**config.mk**
```make
export PLATFORM = sky130hd
export DESIGN_NAME = plsl_link_ctrl
export DESIGN_NICKNAME = d
export VERILOG_FILES = /design/src/plsl_pkg.sv /design/src/plsl_link_ctrl.sv
export VERILOG_INCLUDE_DIRS = /design/src
export SDC_FILE = /design/constraint.sdc
export NUM_CORES = 1
export LEC_CHECK = 0
export BUFFER_PORTS_ARGS = -buffer_cell sky130_fd_sc_hd__buf_4
export CAP_MARGIN = 10
export CORE_ASPECT_RATIO = 0.8
export CORE_UTILIZATION = 64
export DETAILED_ROUTE_END_ITERATION = 10
export PLACE_DENSITY = 0.83
export SLEW_MARGIN = 25
export SYNTH_ARGS = -nofsm -noshare
export SYNTH_HDL_FRONTEND = slang
export SYNTH_SLANG_ARGS = --single-unit
```
**constraint.sdc**
```tcl
create_clock -name sys_clk -period 11 [get_ports sys_clk]
set_clock_uncertainty 0.2 [all_clocks]
set_input_delay 0.55 -clock sys_clk [delete_from_list [all_inputs] [get_ports sys_clk]]
set_output_delay 0.55 -clock sys_clk [all_outputs]
set_load 0.01 [all_outputs]
```
**src/plsl_cfg.svh**
```systemverilog
// Register map, field positions, reset values and timing counts of the link control block
`ifndef PLSL_CFG_SVH
`define PLSL_CFG_SVH
// ==========================================
// Register offsets
`define PLSL_OFS_ENABLE 8'h01
`define PLSL_OFS_LDO 8'h02
`define PLSL_OFS_TIMER 8'h03
`define PLSL_OFS_ACTION 8'h04
`define PLSL_OFS_STATUS 8'h05
`define PLSL_OFS_DEV_FLAGS 8'h07
`define PLSL_OFS_DEV_MASK 8'h08
`define PLSL_OFS_COMM 8'h09
`define PLSL_OFS_LINK_FLAGS 8'h0b
`define PLSL_OFS_LINK_MASK 8'h0c
`define PLSL_OFS_TX0 8'h0d
`define PLSL_OFS_TX1 8'h0e
`define PLSL_OFS_TX2 8'h0f
`define PLSL_OFS_RX0 8'h10
`define PLSL_OFS_RX1 8'h11
`define PLSL_OFS_RX2 8'h12
// ==========================================
// Field positions
`define PLSL_BIT_ENABLE 0
`define PLSL_BIT_RANGE 0
`define PLSL_BIT_RESTART 2
`define PLSL_BIT_FORCE_IDLE 3
`define PLSL_BIT_ADDR 0
`define PLSL_BIT_STATE_CHG 0
`define PLSL_BIT_SUMMARY 3
`define PLSL_BIT_THERMAL 5
`define PLSL_BIT_RX_DET 0
`define PLSL_BIT_NEW_B 1
`define PLSL_BIT_NEW_A 2
`define PLSL_BIT_RX_ERR 3
`define PLSL_BIT_TX_OK 5
`define PLSL_BIT_TX_ERR 6
// ==========================================
// Reset values
`define PLSL_RST_BYTE 8'h00
`define PLSL_RST_LDO 8'h04
`define PLSL_RST_COMM 8'h00
// ==========================================
// Timing
`define PLSL_CLK_MHZ 200
`define PLSL_SHORT_BLANK_US 10
`define PLSL_SHORT_BLANK_CYC (`PLSL_SHORT_BLANK_US * `PLSL_CLK_MHZ)
`define PLSL_CHG_STAT_OFF 2'b00
`define PLSL_CHG_STAT_RUN 2'b01
`define PLSL_CHG_STAT_DONE 2'b10
`endif

```
**src/plsl_pkg.sv**
```systemverilog
// Types and shared checksum arithmetic of the link control block
package plsl_pkg;
   // ==========================================
   // Combined master and slave state machine
   typedef enum logic [2:0] {
      PLSL_SHUTDOWN,
      PLSL_DETECT,
      PLSL_FOUND,
      PLSL_LINK_BUSY,
      PLSL_SAFE,
      PLSL_IDLE
   } plsl_state_e;

   // Modulo-256 sum of the first n data bytes
   function automatic logic [7:0] plsl_csum(input logic [7:0] b0, input logic [7:0] b1,
                                            input logic [7:0] b2, input logic [1:0] n);
      logic [7:0] s;
      s = b0;
      if (n >= 2'd2) begin
         s = s + b1;
      end
      if (n == 2'd3) begin
         s = s + b2;
      end
      return s;
   endfunction : plsl_csum
endpackage : plsl_pkg

```
**src/plsl_link_ctrl.sv**
```systemverilog
// Power line link control: state machine, packet receive and send, timers, flags
`timescale 1ns/100ps
`include "plsl_cfg.svh"

module plsl_link_ctrl
   import plsl_pkg::*;
#(
   parameter int CHG_UNIT_CYCLES = 200_000
) (
   input wire logic sys_clk,
   input wire logic srst,
   input wire logic [7:0] reg_addr,
   input wire logic reg_wr,
   input wire logic reg_rd,
   input wire logic [7:0] reg_wdata,
   output logic [7:0] reg_rdata,
   input wire logic enable_pin_n,
   input wire logic line_below_short,
   input wire logic line_above_detect,
   input wire logic thermal_hot,
   input wire logic role_master_pin,
   input wire logic slave_address_pin,
   input wire logic rx_start,
   input wire logic rx_valid,
   input wire logic [7:0] rx_byte,
   input wire logic rx_end,
   input wire logic rx_error,
   output logic tx_valid,
   output logic [7:0] tx_byte,
   output logic tx_last,
   input wire logic tx_ready,
   output logic int_n,
   output logic pullup_on,
   output logic switch_closed,
   output logic link_enabled,
   output logic ldo_bypass,
   output logic ldo_fixed,
   output logic [2:0] ldo_offset,
   output logic [2:0] ldo_min
);
   localparam int BLANK_CYC = `PLSL_SHORT_BLANK_CYC;

   // ==========================================
   // Pin synchronisers
   logic [5:0] pin_s1;
   logic [5:0] pin_s2;
   logic en_off;
   logic below_s;
   logic above_s;
   logic hot_s;
   logic is_master;
   logic addr_s;
   logic hot_d;

   // First stage feeds only the second stage; kept out of reset so the
   // pins flush through during reset and no false level follows release
   always_ff @(posedge sys_clk) begin
      pin_s1 <= {enable_pin_n, line_below_short, line_above_detect,
                 thermal_hot, role_master_pin, slave_address_pin};
      pin_s2 <= pin_s1;
   end

   // Previous thermal level for the flag's edge detector
   always_ff @(posedge sys_clk) begin
      if (srst) begin
         hot_d <= 1'b0;
      end else begin
         hot_d <= hot_s;
      end
   end
   assign en_off = pin_s2[5];
   assign below_s = pin_s2[4];
   assign above_s = pin_s2[3];
   assign hot_s = pin_s2[2];
   assign is_master = pin_s2[1];
   assign addr_s = pin_s2[0];

   // ==========================================
   // Register state
   plsl_state_e state, next_state;
   logic enable_bit, next_enable_bit;
   logic [7:0] ldo_reg, next_ldo_reg;
   logic [7:0] timer_reg, next_timer_reg;
   logic [7:0] comm, next_comm;
   logic [7:0] dev_flags, next_dev_flags;
   logic [7:0] dev_mask, next_dev_mask;
   logic [7:0] link_flags, next_link_flags;
   logic [7:0] link_mask, next_link_mask;
   logic [7:0] tx_data [3];
   logic [7:0] next_tx_data [3];
   logic [7:0] rx_data [3];
   logic [7:0] next_rx_data [3];
   logic [7:0] rx_buf [4];
   logic [7:0] next_rx_buf [4];
   logic [2:0] rx_cnt, next_rx_cnt;
   logic rx_seen, next_rx_seen;
   logic [1:0] tx_idx, next_tx_idx;
   logic next_tx_valid, next_tx_last;
   logic [7:0] next_tx_byte;
   logic [15:0] blank_cnt, next_blank_cnt;
   logic [31:0] chg_cnt, next_chg_cnt;
   logic [1:0] chg_stat, next_chg_stat;
   logic [7:0] next_reg_rdata;
   logic next_int_n;
   logic next_pullup_on, next_switch_closed, next_link_enabled;
   logic disabled;
   logic wr_comm;
   logic [7:0] link_live;

   // Enable is off only while the pin is high and the bit is clear
   assign disabled = en_off & ~enable_bit;
   assign wr_comm = reg_wr && (reg_addr == `PLSL_OFS_COMM);

   // ==========================================
   // Next-state logic for everything but the power path, interrupt pin and regulator outputs
   always_comb begin
      logic [1:0] n_data;
      logic [2:0] chg_sel;
      logic [31:0] chg_lim;
      logic pkt_ok;
      n_data = 2'd0;
      chg_sel = 3'd0;
      chg_lim = 32'd0;
      pkt_ok = 1'b0;
      next_state = state;
      next_enable_bit = enable_bit;
      next_ldo_reg = ldo_reg;
      next_timer_reg = timer_reg;
      next_comm = comm;
      next_dev_flags = dev_flags;
      next_dev_mask = dev_mask;
      next_link_flags = link_flags;
      next_link_mask = link_mask;
      next_tx_data = tx_data;
      next_rx_data = rx_data;
      next_rx_buf = rx_buf;
      next_rx_cnt = rx_cnt;
      next_rx_seen = rx_seen;
      next_tx_idx = tx_idx;
      next_tx_valid = tx_valid;
      next_tx_last = tx_last;
      next_tx_byte = tx_byte;
      next_blank_cnt = blank_cnt;
      next_chg_cnt = chg_cnt;
      next_chg_stat = chg_stat;
      next_reg_rdata = reg_rdata;

      // Register writes; host must match speed and parity itself
      if (reg_wr) begin
         case (reg_addr)
            `PLSL_OFS_ENABLE: next_enable_bit = reg_wdata[`PLSL_BIT_ENABLE];
            `PLSL_OFS_LDO: next_ldo_reg = reg_wdata;
            `PLSL_OFS_TIMER: next_timer_reg = reg_wdata;
            `PLSL_OFS_DEV_MASK: next_dev_mask = reg_wdata;
            `PLSL_OFS_COMM: next_comm = reg_wdata;
            `PLSL_OFS_LINK_MASK: next_link_mask = reg_wdata;
            `PLSL_OFS_TX0: next_tx_data[0] = reg_wdata;
            `PLSL_OFS_TX1: next_tx_data[1] = reg_wdata;
            `PLSL_OFS_TX2: next_tx_data[2] = reg_wdata;
            default: ;
         endcase
      end

      // Reads return the live value; flag registers clear on read
      if (reg_rd) begin
         case (reg_addr)
            `PLSL_OFS_ENABLE: next_reg_rdata = {7'h00, enable_bit};
            `PLSL_OFS_LDO: next_reg_rdata = ldo_reg;
            `PLSL_OFS_TIMER: next_reg_rdata = timer_reg;
            `PLSL_OFS_STATUS: next_reg_rdata = {chg_stat, 1'b0, 3'(state), 1'b0, addr_s};
            `PLSL_OFS_DEV_FLAGS: next_reg_rdata = dev_flags;
            `PLSL_OFS_DEV_MASK: next_reg_rdata = dev_mask;
            `PLSL_OFS_COMM: next_reg_rdata = comm;
            `PLSL_OFS_LINK_FLAGS: next_reg_rdata = link_flags;
            `PLSL_OFS_LINK_MASK: next_reg_rdata = link_mask;
            `PLSL_OFS_TX0: next_reg_rdata = tx_data[0];
            `PLSL_OFS_TX1: next_reg_rdata = tx_data[1];
            `PLSL_OFS_TX2: next_reg_rdata = tx_data[2];
            `PLSL_OFS_RX0: next_reg_rdata = rx_data[0];
            `PLSL_OFS_RX1: next_reg_rdata = rx_data[1];
            `PLSL_OFS_RX2: next_reg_rdata = rx_data[2];
            default: next_reg_rdata = `PLSL_RST_BYTE;
         endcase
         if (reg_addr == `PLSL_OFS_DEV_FLAGS) begin
            next_dev_flags = `PLSL_RST_BYTE;
         end
         if (reg_addr == `PLSL_OFS_LINK_FLAGS) begin
            next_link_flags = `PLSL_RST_BYTE;
         end
      end

      // State machine; master and slave share the encoding
      case (state)
         PLSL_SHUTDOWN: begin
            if (!disabled) begin
               next_state = PLSL_DETECT;
            end
         end
         PLSL_DETECT: begin
            next_blank_cnt = 16'd0;
            if (is_master && below_s) begin
               next_state = PLSL_FOUND;
            end else if (!is_master && above_s) begin
               next_state = PLSL_FOUND;
            end
         end
         PLSL_FOUND: begin
            if (is_master) begin
               // Blanking counter stops once the line has come up
               if (!above_s && blank_cnt != 16'hffff) begin
                  next_blank_cnt = blank_cnt + 16'd1;
               end
               if (!above_s && blank_cnt >= 16'(BLANK_CYC - 1)) begin
                  next_state = PLSL_SAFE;
               end else if (tx_valid) begin
                  next_state = PLSL_LINK_BUSY;
               end
            end else if (reg_wr && reg_addr == `PLSL_OFS_ACTION &&
                         reg_wdata[`PLSL_BIT_FORCE_IDLE]) begin
               next_state = PLSL_IDLE;
            end
         end
         PLSL_LINK_BUSY: begin
            if (!tx_valid) begin
               next_state = PLSL_FOUND;
            end
         end
         PLSL_SAFE, PLSL_IDLE: ;
         default: next_state = PLSL_SHUTDOWN;
      endcase
      // No detach sensing: the restart bit sends any state but shutdown back to detection
      if (reg_wr && reg_addr == `PLSL_OFS_ACTION && reg_wdata[`PLSL_BIT_RESTART] &&
          state != PLSL_SHUTDOWN) begin
         next_state = PLSL_DETECT;
      end
      if (disabled) begin
         next_state = PLSL_SHUTDOWN;
      end
      // Thermal shutdown leaves the state machine alone
      if (hot_s && !hot_d) begin
         next_dev_flags[`PLSL_BIT_THERMAL] = 1'b1;
      end
      if (next_state != state) begin
         next_dev_flags[`PLSL_BIT_STATE_CHG] = 1'b1;
      end

      // Charge timer, period in units from the period field
      chg_sel = {1'b0, timer_reg[5:4]} + 3'd1;
      chg_lim = 32'(CHG_UNIT_CYCLES) * 32'(chg_sel);
      if (state == PLSL_FOUND || state == PLSL_LINK_BUSY) begin
         if (chg_cnt < chg_lim) begin
            next_chg_cnt = chg_cnt + 32'd1;
            next_chg_stat = `PLSL_CHG_STAT_RUN;
         end else begin
            next_chg_stat = `PLSL_CHG_STAT_DONE;
         end
      end else if (state == PLSL_DETECT || state == PLSL_SHUTDOWN) begin
         next_chg_cnt = 32'd0;
         next_chg_stat = `PLSL_CHG_STAT_OFF;
      end

      // Packet receive, only while the link is up
      if (link_enabled) begin
         if (rx_start) begin
            next_link_flags[`PLSL_BIT_RX_DET] = 1'b1;
            next_rx_cnt = 3'd0;
         end else if (rx_valid && rx_cnt != 3'd4) begin
            next_rx_buf[rx_cnt[1:0]] = rx_byte;
            next_rx_cnt = rx_cnt + 3'd1;
         end
         if (rx_end) begin
            // Last byte taken is the checksum; one to three data bytes before it
            n_data = 2'(rx_cnt - 3'd1);
            pkt_ok = !rx_error && rx_cnt >= 3'd2 && rx_cnt <= 3'd4 &&
                     plsl_csum(rx_buf[0], rx_buf[1], rx_buf[2], n_data) == rx_buf[n_data];
            if (pkt_ok) begin
               for (int i = 0; i < 3; i++) begin
                  next_rx_data[i] = (2'(i) < n_data) ? rx_buf[i] : `PLSL_RST_BYTE;
               end
               next_link_flags[`PLSL_BIT_NEW_A] = 1'b1;
               next_link_flags[`PLSL_BIT_NEW_B] = next_link_flags[`PLSL_BIT_NEW_B] |
                                                  (n_data >= 2'd2);
               next_rx_seen = 1'b1;
            end else begin
               next_link_flags[`PLSL_BIT_RX_ERR] = 1'b1;
            end
         end
      end

      // Send: the count field starts a response of data plus checksum
      if (tx_valid) begin
         if (tx_ready) begin
            if (tx_last) begin
               next_tx_valid = 1'b0;
               next_tx_last = 1'b0;
               next_comm[1:0] = 2'b00;
               next_link_flags[`PLSL_BIT_TX_OK] = 1'b1;
            end else begin
               next_tx_idx = tx_idx + 2'd1;
               if (next_tx_idx == comm[1:0]) begin
                  next_tx_last = 1'b1;
                  next_tx_byte = plsl_csum(tx_data[0], tx_data[1], tx_data[2], comm[1:0]);
               end else begin
                  next_tx_byte = tx_data[next_tx_idx];
               end
            end
         end
         next_comm[1:0] = tx_last && tx_ready ? 2'b00 : comm[1:0];
      end else if (wr_comm && reg_wdata[1:0] != 2'b00) begin
         // A slave may only answer a packet it has received
         if (link_enabled && (is_master || rx_seen)) begin
            next_tx_valid = 1'b1;
            next_tx_idx = 2'd0;
            next_tx_byte = tx_data[0];
            next_rx_seen = 1'b0;
         end else begin
            next_comm[1:0] = 2'b00;
            next_link_flags[`PLSL_BIT_TX_ERR] = 1'b1;
         end
      end
      if (!link_enabled && state != PLSL_LINK_BUSY) begin
         next_rx_seen = 1'b0;
      end

      // Summary flag follows the link flags it gathers
      next_dev_flags[`PLSL_BIT_SUMMARY] = |next_link_flags;
   end

   // Power path and interrupt pin; thermal overrides the line switch, not the pullup
   assign link_live = link_flags & link_mask;
   always_comb begin
      next_pullup_on = is_master && state == PLSL_DETECT;
      next_switch_closed = is_master && !hot_s &&
                           (next_state == PLSL_FOUND || next_state == PLSL_LINK_BUSY);
      next_link_enabled = next_state == PLSL_FOUND || next_state == PLSL_LINK_BUSY;
      // Masked flags stay readable but cannot pull the pin
      next_int_n = !(|(next_dev_flags & dev_mask &
                       ~(8'h01 << `PLSL_BIT_SUMMARY)) ||
                     (dev_mask[`PLSL_BIT_SUMMARY] && |(next_link_flags & link_mask)));
   end

   // ==========================================
   // Registers
   always_ff @(posedge sys_clk) begin
      if (srst) begin
         state <= PLSL_SHUTDOWN;
         enable_bit <= 1'b0;
         ldo_reg <= `PLSL_RST_LDO;
         timer_reg <= `PLSL_RST_BYTE;
         comm <= `PLSL_RST_COMM;
         dev_flags <= `PLSL_RST_BYTE;
         dev_mask <= `PLSL_RST_BYTE;
         link_flags <= `PLSL_RST_BYTE;
         link_mask <= `PLSL_RST_BYTE;
         tx_data <= '{default: `PLSL_RST_BYTE};
         rx_data <= '{default: `PLSL_RST_BYTE};
         rx_buf <= '{default: `PLSL_RST_BYTE};
         rx_cnt <= 3'd0;
         rx_seen <= 1'b0;
         tx_idx <= 2'd0;
         tx_valid <= 1'b0;
         tx_last <= 1'b0;
         tx_byte <= `PLSL_RST_BYTE;
         blank_cnt <= 16'd0;
         chg_cnt <= 32'd0;
         chg_stat <= `PLSL_CHG_STAT_OFF;
         reg_rdata <= `PLSL_RST_BYTE;
         int_n <= 1'b1;
         pullup_on <= 1'b0;
         switch_closed <= 1'b0;
         link_enabled <= 1'b0;
         ldo_bypass <= 1'b0;
         ldo_fixed <= 1'b0;
         ldo_offset <= 3'd0;
         ldo_min <= 3'd0;
      end else begin
         state <= next_state;
         enable_bit <= next_enable_bit;
         ldo_reg <= next_ldo_reg;
         timer_reg <= next_timer_reg;
         comm <= next_comm;
         dev_flags <= next_dev_flags;
         dev_mask <= next_dev_mask;
         link_flags <= next_link_flags;
         link_mask <= next_link_mask;
         tx_data <= next_tx_data;
         rx_data <= next_rx_data;
         rx_buf <= next_rx_buf;
         rx_cnt <= next_rx_cnt;
         rx_seen <= next_rx_seen;
         tx_idx <= next_tx_idx;
         tx_valid <= next_tx_valid;
         tx_last <= next_tx_last;
         tx_byte <= next_tx_byte;
         blank_cnt <= next_blank_cnt;
         chg_cnt <= next_chg_cnt;
         chg_stat <= next_chg_stat;
         reg_rdata <= next_reg_rdata;
         int_n <= next_int_n;
         pullup_on <= next_pullup_on;
         switch_closed <= next_switch_closed;
         link_enabled <= next_link_enabled;
         // Regulator mode, slave role only: zero offset bypasses, else range bit picks
         ldo_bypass <= !is_master && ldo_reg[4:2] == 3'd0;
         ldo_fixed <= !is_master && ldo_reg[4:2] != 3'd0 &&
                      timer_reg[`PLSL_BIT_RANGE];
         ldo_offset <= ldo_reg[4:2];
         ldo_min <= ldo_reg[7:5];
      end
   end
endmodule : plsl_link_ctrl

```
; Word-level counts from Yosys, hierarchy flattened
; Index checks and enable logic that the tools add are counted.
[totals]
ramBits = 0
memories = 0
in_bits = 39
wordCells = 273
regBits = 239
latch_bits = 0
rom_bits = 0
[classes]
muxes = 93
shifts = 0
n_eq_ne = 37
div_mod_pow = 0
bitwise = 9
n_reduce_logical = 69
magnitude_cmp = 13
addsub = 10
multipliers = 1
[op_table]
columns = op, count
row1 = $mux W8, 30
row2 = $pmux W8 S15, 1
row3 = $mux W32, 3
row4 = $eq A8 B4 Y1 const B, 7
row5 = $mux W3, 12
row6 = $add A32 B1 Y32 const B, 1
row7 = $add A8 B8 Y8, 4
row8 = $bmux W8 S2, 2
row9 = $bwmux W32, 1
row10 = $lt A32 B21 Y1, 1
row11 = $mux W16, 2
row12 = $pmux W16 S2, 1
row13 = $mux W2, 15
row14 = $logic_and A1 B1 Y1, 26
row15 = $eq A8 B3 Y1 const B, 3
row16 = $eq A8 B5 Y1 const B, 3
row17 = $reduce_and A2 Y1, 12
row18 = $mux W1, 23
row19 = $add A16 B1 Y16 const B, 1
row20 = $and A8 B8 Y8, 2
row21 = $demux W8 S2, 1
row22 = $eq A8 B2 Y1 const B, 2
row23 = $ge A16 B11 Y1 const B, 1
row24 = $ne A16 B16 Y1 const B, 1
row25 = 40 further kinds, 77

; Longest topological paths before layout
[logic_depth]
word_depth = 19
ltp_mapped = 20
mapped_depth_nobuf = 18

; Worst setup path before layout
; Ideal clock, no wire load.
[synth_timing]
kind = reg2reg
from = register rx_cnt[0]
to = register rx_data[12] (netlist bit)
slack_ns = 6.511
t_arrival_ns = 4.219
setup_ns = 0.070
period_less_slack_ns = 4.489
stages_incl_launch_ff = 20
cell_sequence = dfxtp_1 buf_2 inv_1 ha_1 clkbuf_1 mux2_2 ha_1 inv_1 fa_1 nor2b_1 o31a_1 o22ai_1 mux2_2 o221a_1 xnor2_1 nor4_4 o2111ai_2 buf_6 or3b_1 a21oi_1
[synth_between]
elab_chain_len = 12
elab_cells_between_ends = 23
cone_classes = add/sub (2) / order compare (4) / eq/ne (2) / mux (10) / bitwise (1) / reduce/logical (4)
[synth_rtl]
columns = element, line
row1 = "start, declared", plsl_link_ctrl.sv:95  ; logic [2:0] rx_cnt, next_rx_cnt;
row2 = "start signal, assigned", plsl_link_ctrl.sv:389  ; rx_cnt <= next_rx_cnt;
row3 = $sub A2 B1 Y2, plsl_link_ctrl.sv:273  ; n_data = 2'(rx_cnt - 3'd1);
row4 = $ge A2 B2 Y1, plsl_pkg.sv:19  ; if (n >= 2'd2) begin
row5 = $mux W8, plsl_pkg.sv:19
row6 = $mux W8, plsl_link_ctrl.sv:271  ; if (rx_end) begin
row7 = $mux W8, plsl_link_ctrl.sv:263  ; if (link_enabled) begin
row8 = $add A8 B8 Y8, plsl_pkg.sv:23  ; s = s + b2;
row9 = $mux W8, plsl_pkg.sv:22  ; if (n == 2'd3) begin
row10 = $mux W8, plsl_link_ctrl.sv:271
row11 = $mux W8, plsl_link_ctrl.sv:263
row12 = $eq A8 B8 Y1, plsl_link_ctrl.sv:275  ; plsl_csum(rx_buf[0], rx_buf[1], rx_buf[2], n_data) == rx_buf[n_data];
row13 = $logic_and A1 B1 Y1, plsl_link_ctrl.sv:274  ; pkt_ok = !rx_error && rx_cnt >= 3'd2 && rx_cnt <= 3'd4 &&
row14 = $reduce_and A3 Y1 (no source line), -
row15 = "end signal, assigned", plsl_link_ctrl.sv:387  ; rx_data <= next_rx_data;
row16 = "end, declared", plsl_link_ctrl.sv:91  ; logic [7:0] rx_data [3];
; Parallel ways exist; a longest one is shown, timed or not. The select of a mux whose other input is x is not followed.
; A chain may end at the register's enable or synchronous reset.

; Final worst setup path
[layout_timing]
from = register rx_cnt[0]
to = register rx_data[10] (netlist bit)
; The elaborated chain is that of the path after synthesis.

==> flow_metrics.py <==
metrics = {
    "cts": {
        "clockBufferDepth": 3,
        "cts_tree": "built",
        "clk_latency_ns": 0.54,
        "cts_resized": 0,
        "ctsHoldBuffers": 6,
        "root_buffer": "clkbuf_16",
        "cts_setup_buffers": 0,
        "numCtsBuffers": 25,
        "cts_sinks": 239,
        "h-tree-depth": 1,
        "clk_pin_slew_ns": 0.07,
    },
    "worst_hold_path": {
        "hold_path_class": "in -> reg",
        "worstHoldPathCells": 3,
        "min-delay-start": "rx_byte[3]",
        "worstHoldEndpoint": "rx_buf[19]",
    },
    "layout": {
        "stdcell_area_um2": 14100,
        "diodes": 0,
        "areaGrowthSynthToFinish_pct": 11.8,
        "final_layout_size_suffix_gt1_share_pct": 10.4,
        "final_nets": 1630,
        "top_regs": "chg_cnt: 32 flops, rx_buf: 32 flops",
    },
    "logic_synthesis": {
        "synth_xor_xnor_area_share_pct": 3.48,
        "synth_top_area_share_pct": 38.0,
        "synth_edf_count": 0,
        "syn_area_um2": 12600,
        "synth_nets": 1611,
        "synth_top_cell_by_area": "dfxtp_1",
        "synthSimpleGateAreaFrac_pct": 22.6,
        "synth_top_family_by_area": "simple AND/OR/NAND/NOR gates",
        "ys_top_cells_by_area": "dfxtp_1, a21oi_1, mux2i_1, ha_1, nand2_1",
        "synth-seq-cells": 239,
        "synthCells": 1514,
        "synth.most_common_cell": "dfxtp_1",
        "ys_seq_area_share_pct": 38.0,
        "synthDistinctLibCells": 76,
        "synthAdderAreaFrac_pct": 6.01,
        "yosysWarnings": 0,
        "synthArstFlopShare_pct": 0,
        "synth_ff_type": "dfxtp_1",
        "synth_compound_area_share_pct": 17.2,
        "synth_common_cells": "dfxtp_1, nand2_1, nor2_1",
        "synth_mux_area_share_pct": 8.89,
        "syn_area_per_cell_um2": 8.31,
    },
    "pwr": {
        "power.leakage_nw": 5.35,
        "power_density_nw_per_um2": 131,
        "max-vdd-ir-drop_uv": 154,
    },
    "setup_path": {
        "r2r_cells": 17,
        "crit_required_ns": 11.27,
        "end_kind": "register",
        "cp.arrival_ns": 5.99,
        "timing.rr.end": "rx_data[10]",
        "timing.rr.start": "rx_cnt[0]",
        "worstPathMaxFanout": 36,
        "critPathLaunchType": "register",
        "r2r_setup_slack_ns": 5.28,
        "worstSetupPathType": "reg -> reg",
    },
    "floorplanning": {
        "die_h_um": 127,
        "die_w_um": 159,
        "core_area_um2": 19100,
        "dieArea_um2": 20200,
        "rows": 45,
        "num_io_pins": 69,
        "start_util_pct": 65.9,
    },
    "placement": {
        "dpl-instance-area_um2": 13100,
        "dp_hpwl_um": 23800,
        "gp_congestion": 0.973,
        "port_buffers": 68,
    },
    "global_route": {
        "grt_max_degree": 111,
        "top_usage_layer": "met2",
        "antenna_found_initial": 0,
        "grtUsageMet2_pct": 51.7,
        "grtUsageMet1_pct": 47.6,
        "grt_pass1_wl_um": 54600,
        "grt_util_met3_pct": 5.65,
        "grt_pass1_vias": 10300,
        "track_usage_pct": 33.3,
        "grt-ovfl-total": 0,
    },
    "detailed_routing": {
        "dr.pass1.iters": 5,
        "wl_per_cell_um": 19.1,
        "vias_per_cell": 6.35,
        "finalWirelength_um": 34600,
        "drt_iter0_markers": 1354,
        "drtAntennaViolNets": 0,
        "vias": 11500,
        "remaining_drc_errors": 0,
    },
    "timing": {
        "finalSetupViolations": 0,
        "post-route-period-util_pct": 52.0,
        "rsz0062_at_grt": "false",
        "worst_pin_slew_ns": 1.03,
        "hold_violations": 0,
        "fmax_mhz": 175,
        "fin_tns_setup_ns": 0,
        "timing.final.max_slew_violations": 0,
        "slew_headroom_pct": 31.1,
        "fin_crit_ns": 5.72,
    },
    "outcome": {
        "status": "completed",
    },
    "job": {
        "cap_violations": 0,
    },
}
[logic make-up after synthesis]
| group | after synthesis |
|---|---|
| flops | 239 |
| mux | 97 |
| xor+xnor | 50 |
| buf+inv | 121 |
| fa+ha+maj | 58 |
| compound gates | 347 |
| simple gates | 602 |
[metal layers]
| layer | up-vias | wire, µm |
|---|---|---|
| li1 | 5417 | - |
| met1 | 5428 | 15200 |
| met2 | 563 | 15200 |
| met3 | 73 | 3290 |
| met4 | 0 | 826 |
| met5 | - | 0 |
[area by class of cell]
class	count	area [µm²]
sequential	239	4780
tap	258	323
multi-input combinational	1154	7330
inverter	33	124
clock inverter	14	198
clock buffer	31	658
timing repair buffer	80	643
fill	1442	5020
[layout by cell type, fill, tap and decap left out, drive strengths merged, types with 11 or more instances in the layout]
| master | count |
|---|---|
| a21oi | 163 |
| a22oi | 16 |
| and2 | 13 |
| and3 | 19 |
| buf | 74 |
| clkbuf | 31 |
| dfxtp | 239 |
| ha | 54 |
| inv | 35 |
| mux2 | 17 |
| mux2i | 70 |
| nand2 | 179 |
| nand2b | 11 |
| nand3 | 83 |
| nand4 | 11 |
| nor2 | 173 |
| nor2b | 25 |
| nor3 | 25 |
| o21ai | 55 |
| or2 | 14 |
| or3 | 11 |
| or3b | 14 |
| xnor2 | 32 |
| xor2 | 18 |
[worst max-delay path by stage]
| stage | start | endpoint | cells after the start |
|---|---|---|---|
| global route | rx_cnt[0] | rx_data[10] | 17 |
| floorplan | rx_cnt[0] | rx_data[12] | 19 |
| detailed placement | rx_cnt[0] | rx_data[10] | 15 |
| global placement | rx_cnt[0] | rx_data[10] | 15 |
| CTS | rx_cnt[0] | rx_data[10] | 15 |
| finish | rx_cnt[0] | rx_data[10] | 17 |
[metrics by stage]
step                hold slack [ns]  instances  util (%)  total power [mW]  setup slack [ns]
floorplan                     0.110       1514         -             0.934              6.51
finish                       0.0886       1809      73.7              1.84              5.28
global placement              0.112       1757      68.7             0.963              5.02
global route                  0.107       1809      73.7              1.88              4.92
detailed placement            0.113       1757      68.7             0.964              4.79
CTS                          0.0809       1808      73.5              1.84              4.79
[worst max-delay path: stages (launching register included)]
cell	delay (ns)
dfxtp_1	0.77
inv_1	0.25
ha_2	0.78
inv_1	0.22
mux2_2	0.37
inv_1	0.07
ha_1	0.22
a21o_1	0.18
a21oi_1	0.22
o21ai_1	0.13
a21o_1	0.19
a21oi_1	0.19
xnor2_1	0.11
a221oi_1	0.53
o2111ai_4	0.33
buf_16	0.29
or3b_2	0.44
a21oi_1	0.14
[power breakdown]
| part | total [mW] | switching, mW | internal, mW |
|---|---|---|---|
| Clock | 0.887 | 0.363 | 0.523 |
| Combinational | 0.0723 | 0.0482 | 0.0240 |
| Sequential | 0.877 | 0.00592 | 0.871 |
Note: power is estimated with default switching activity, not from simulation.
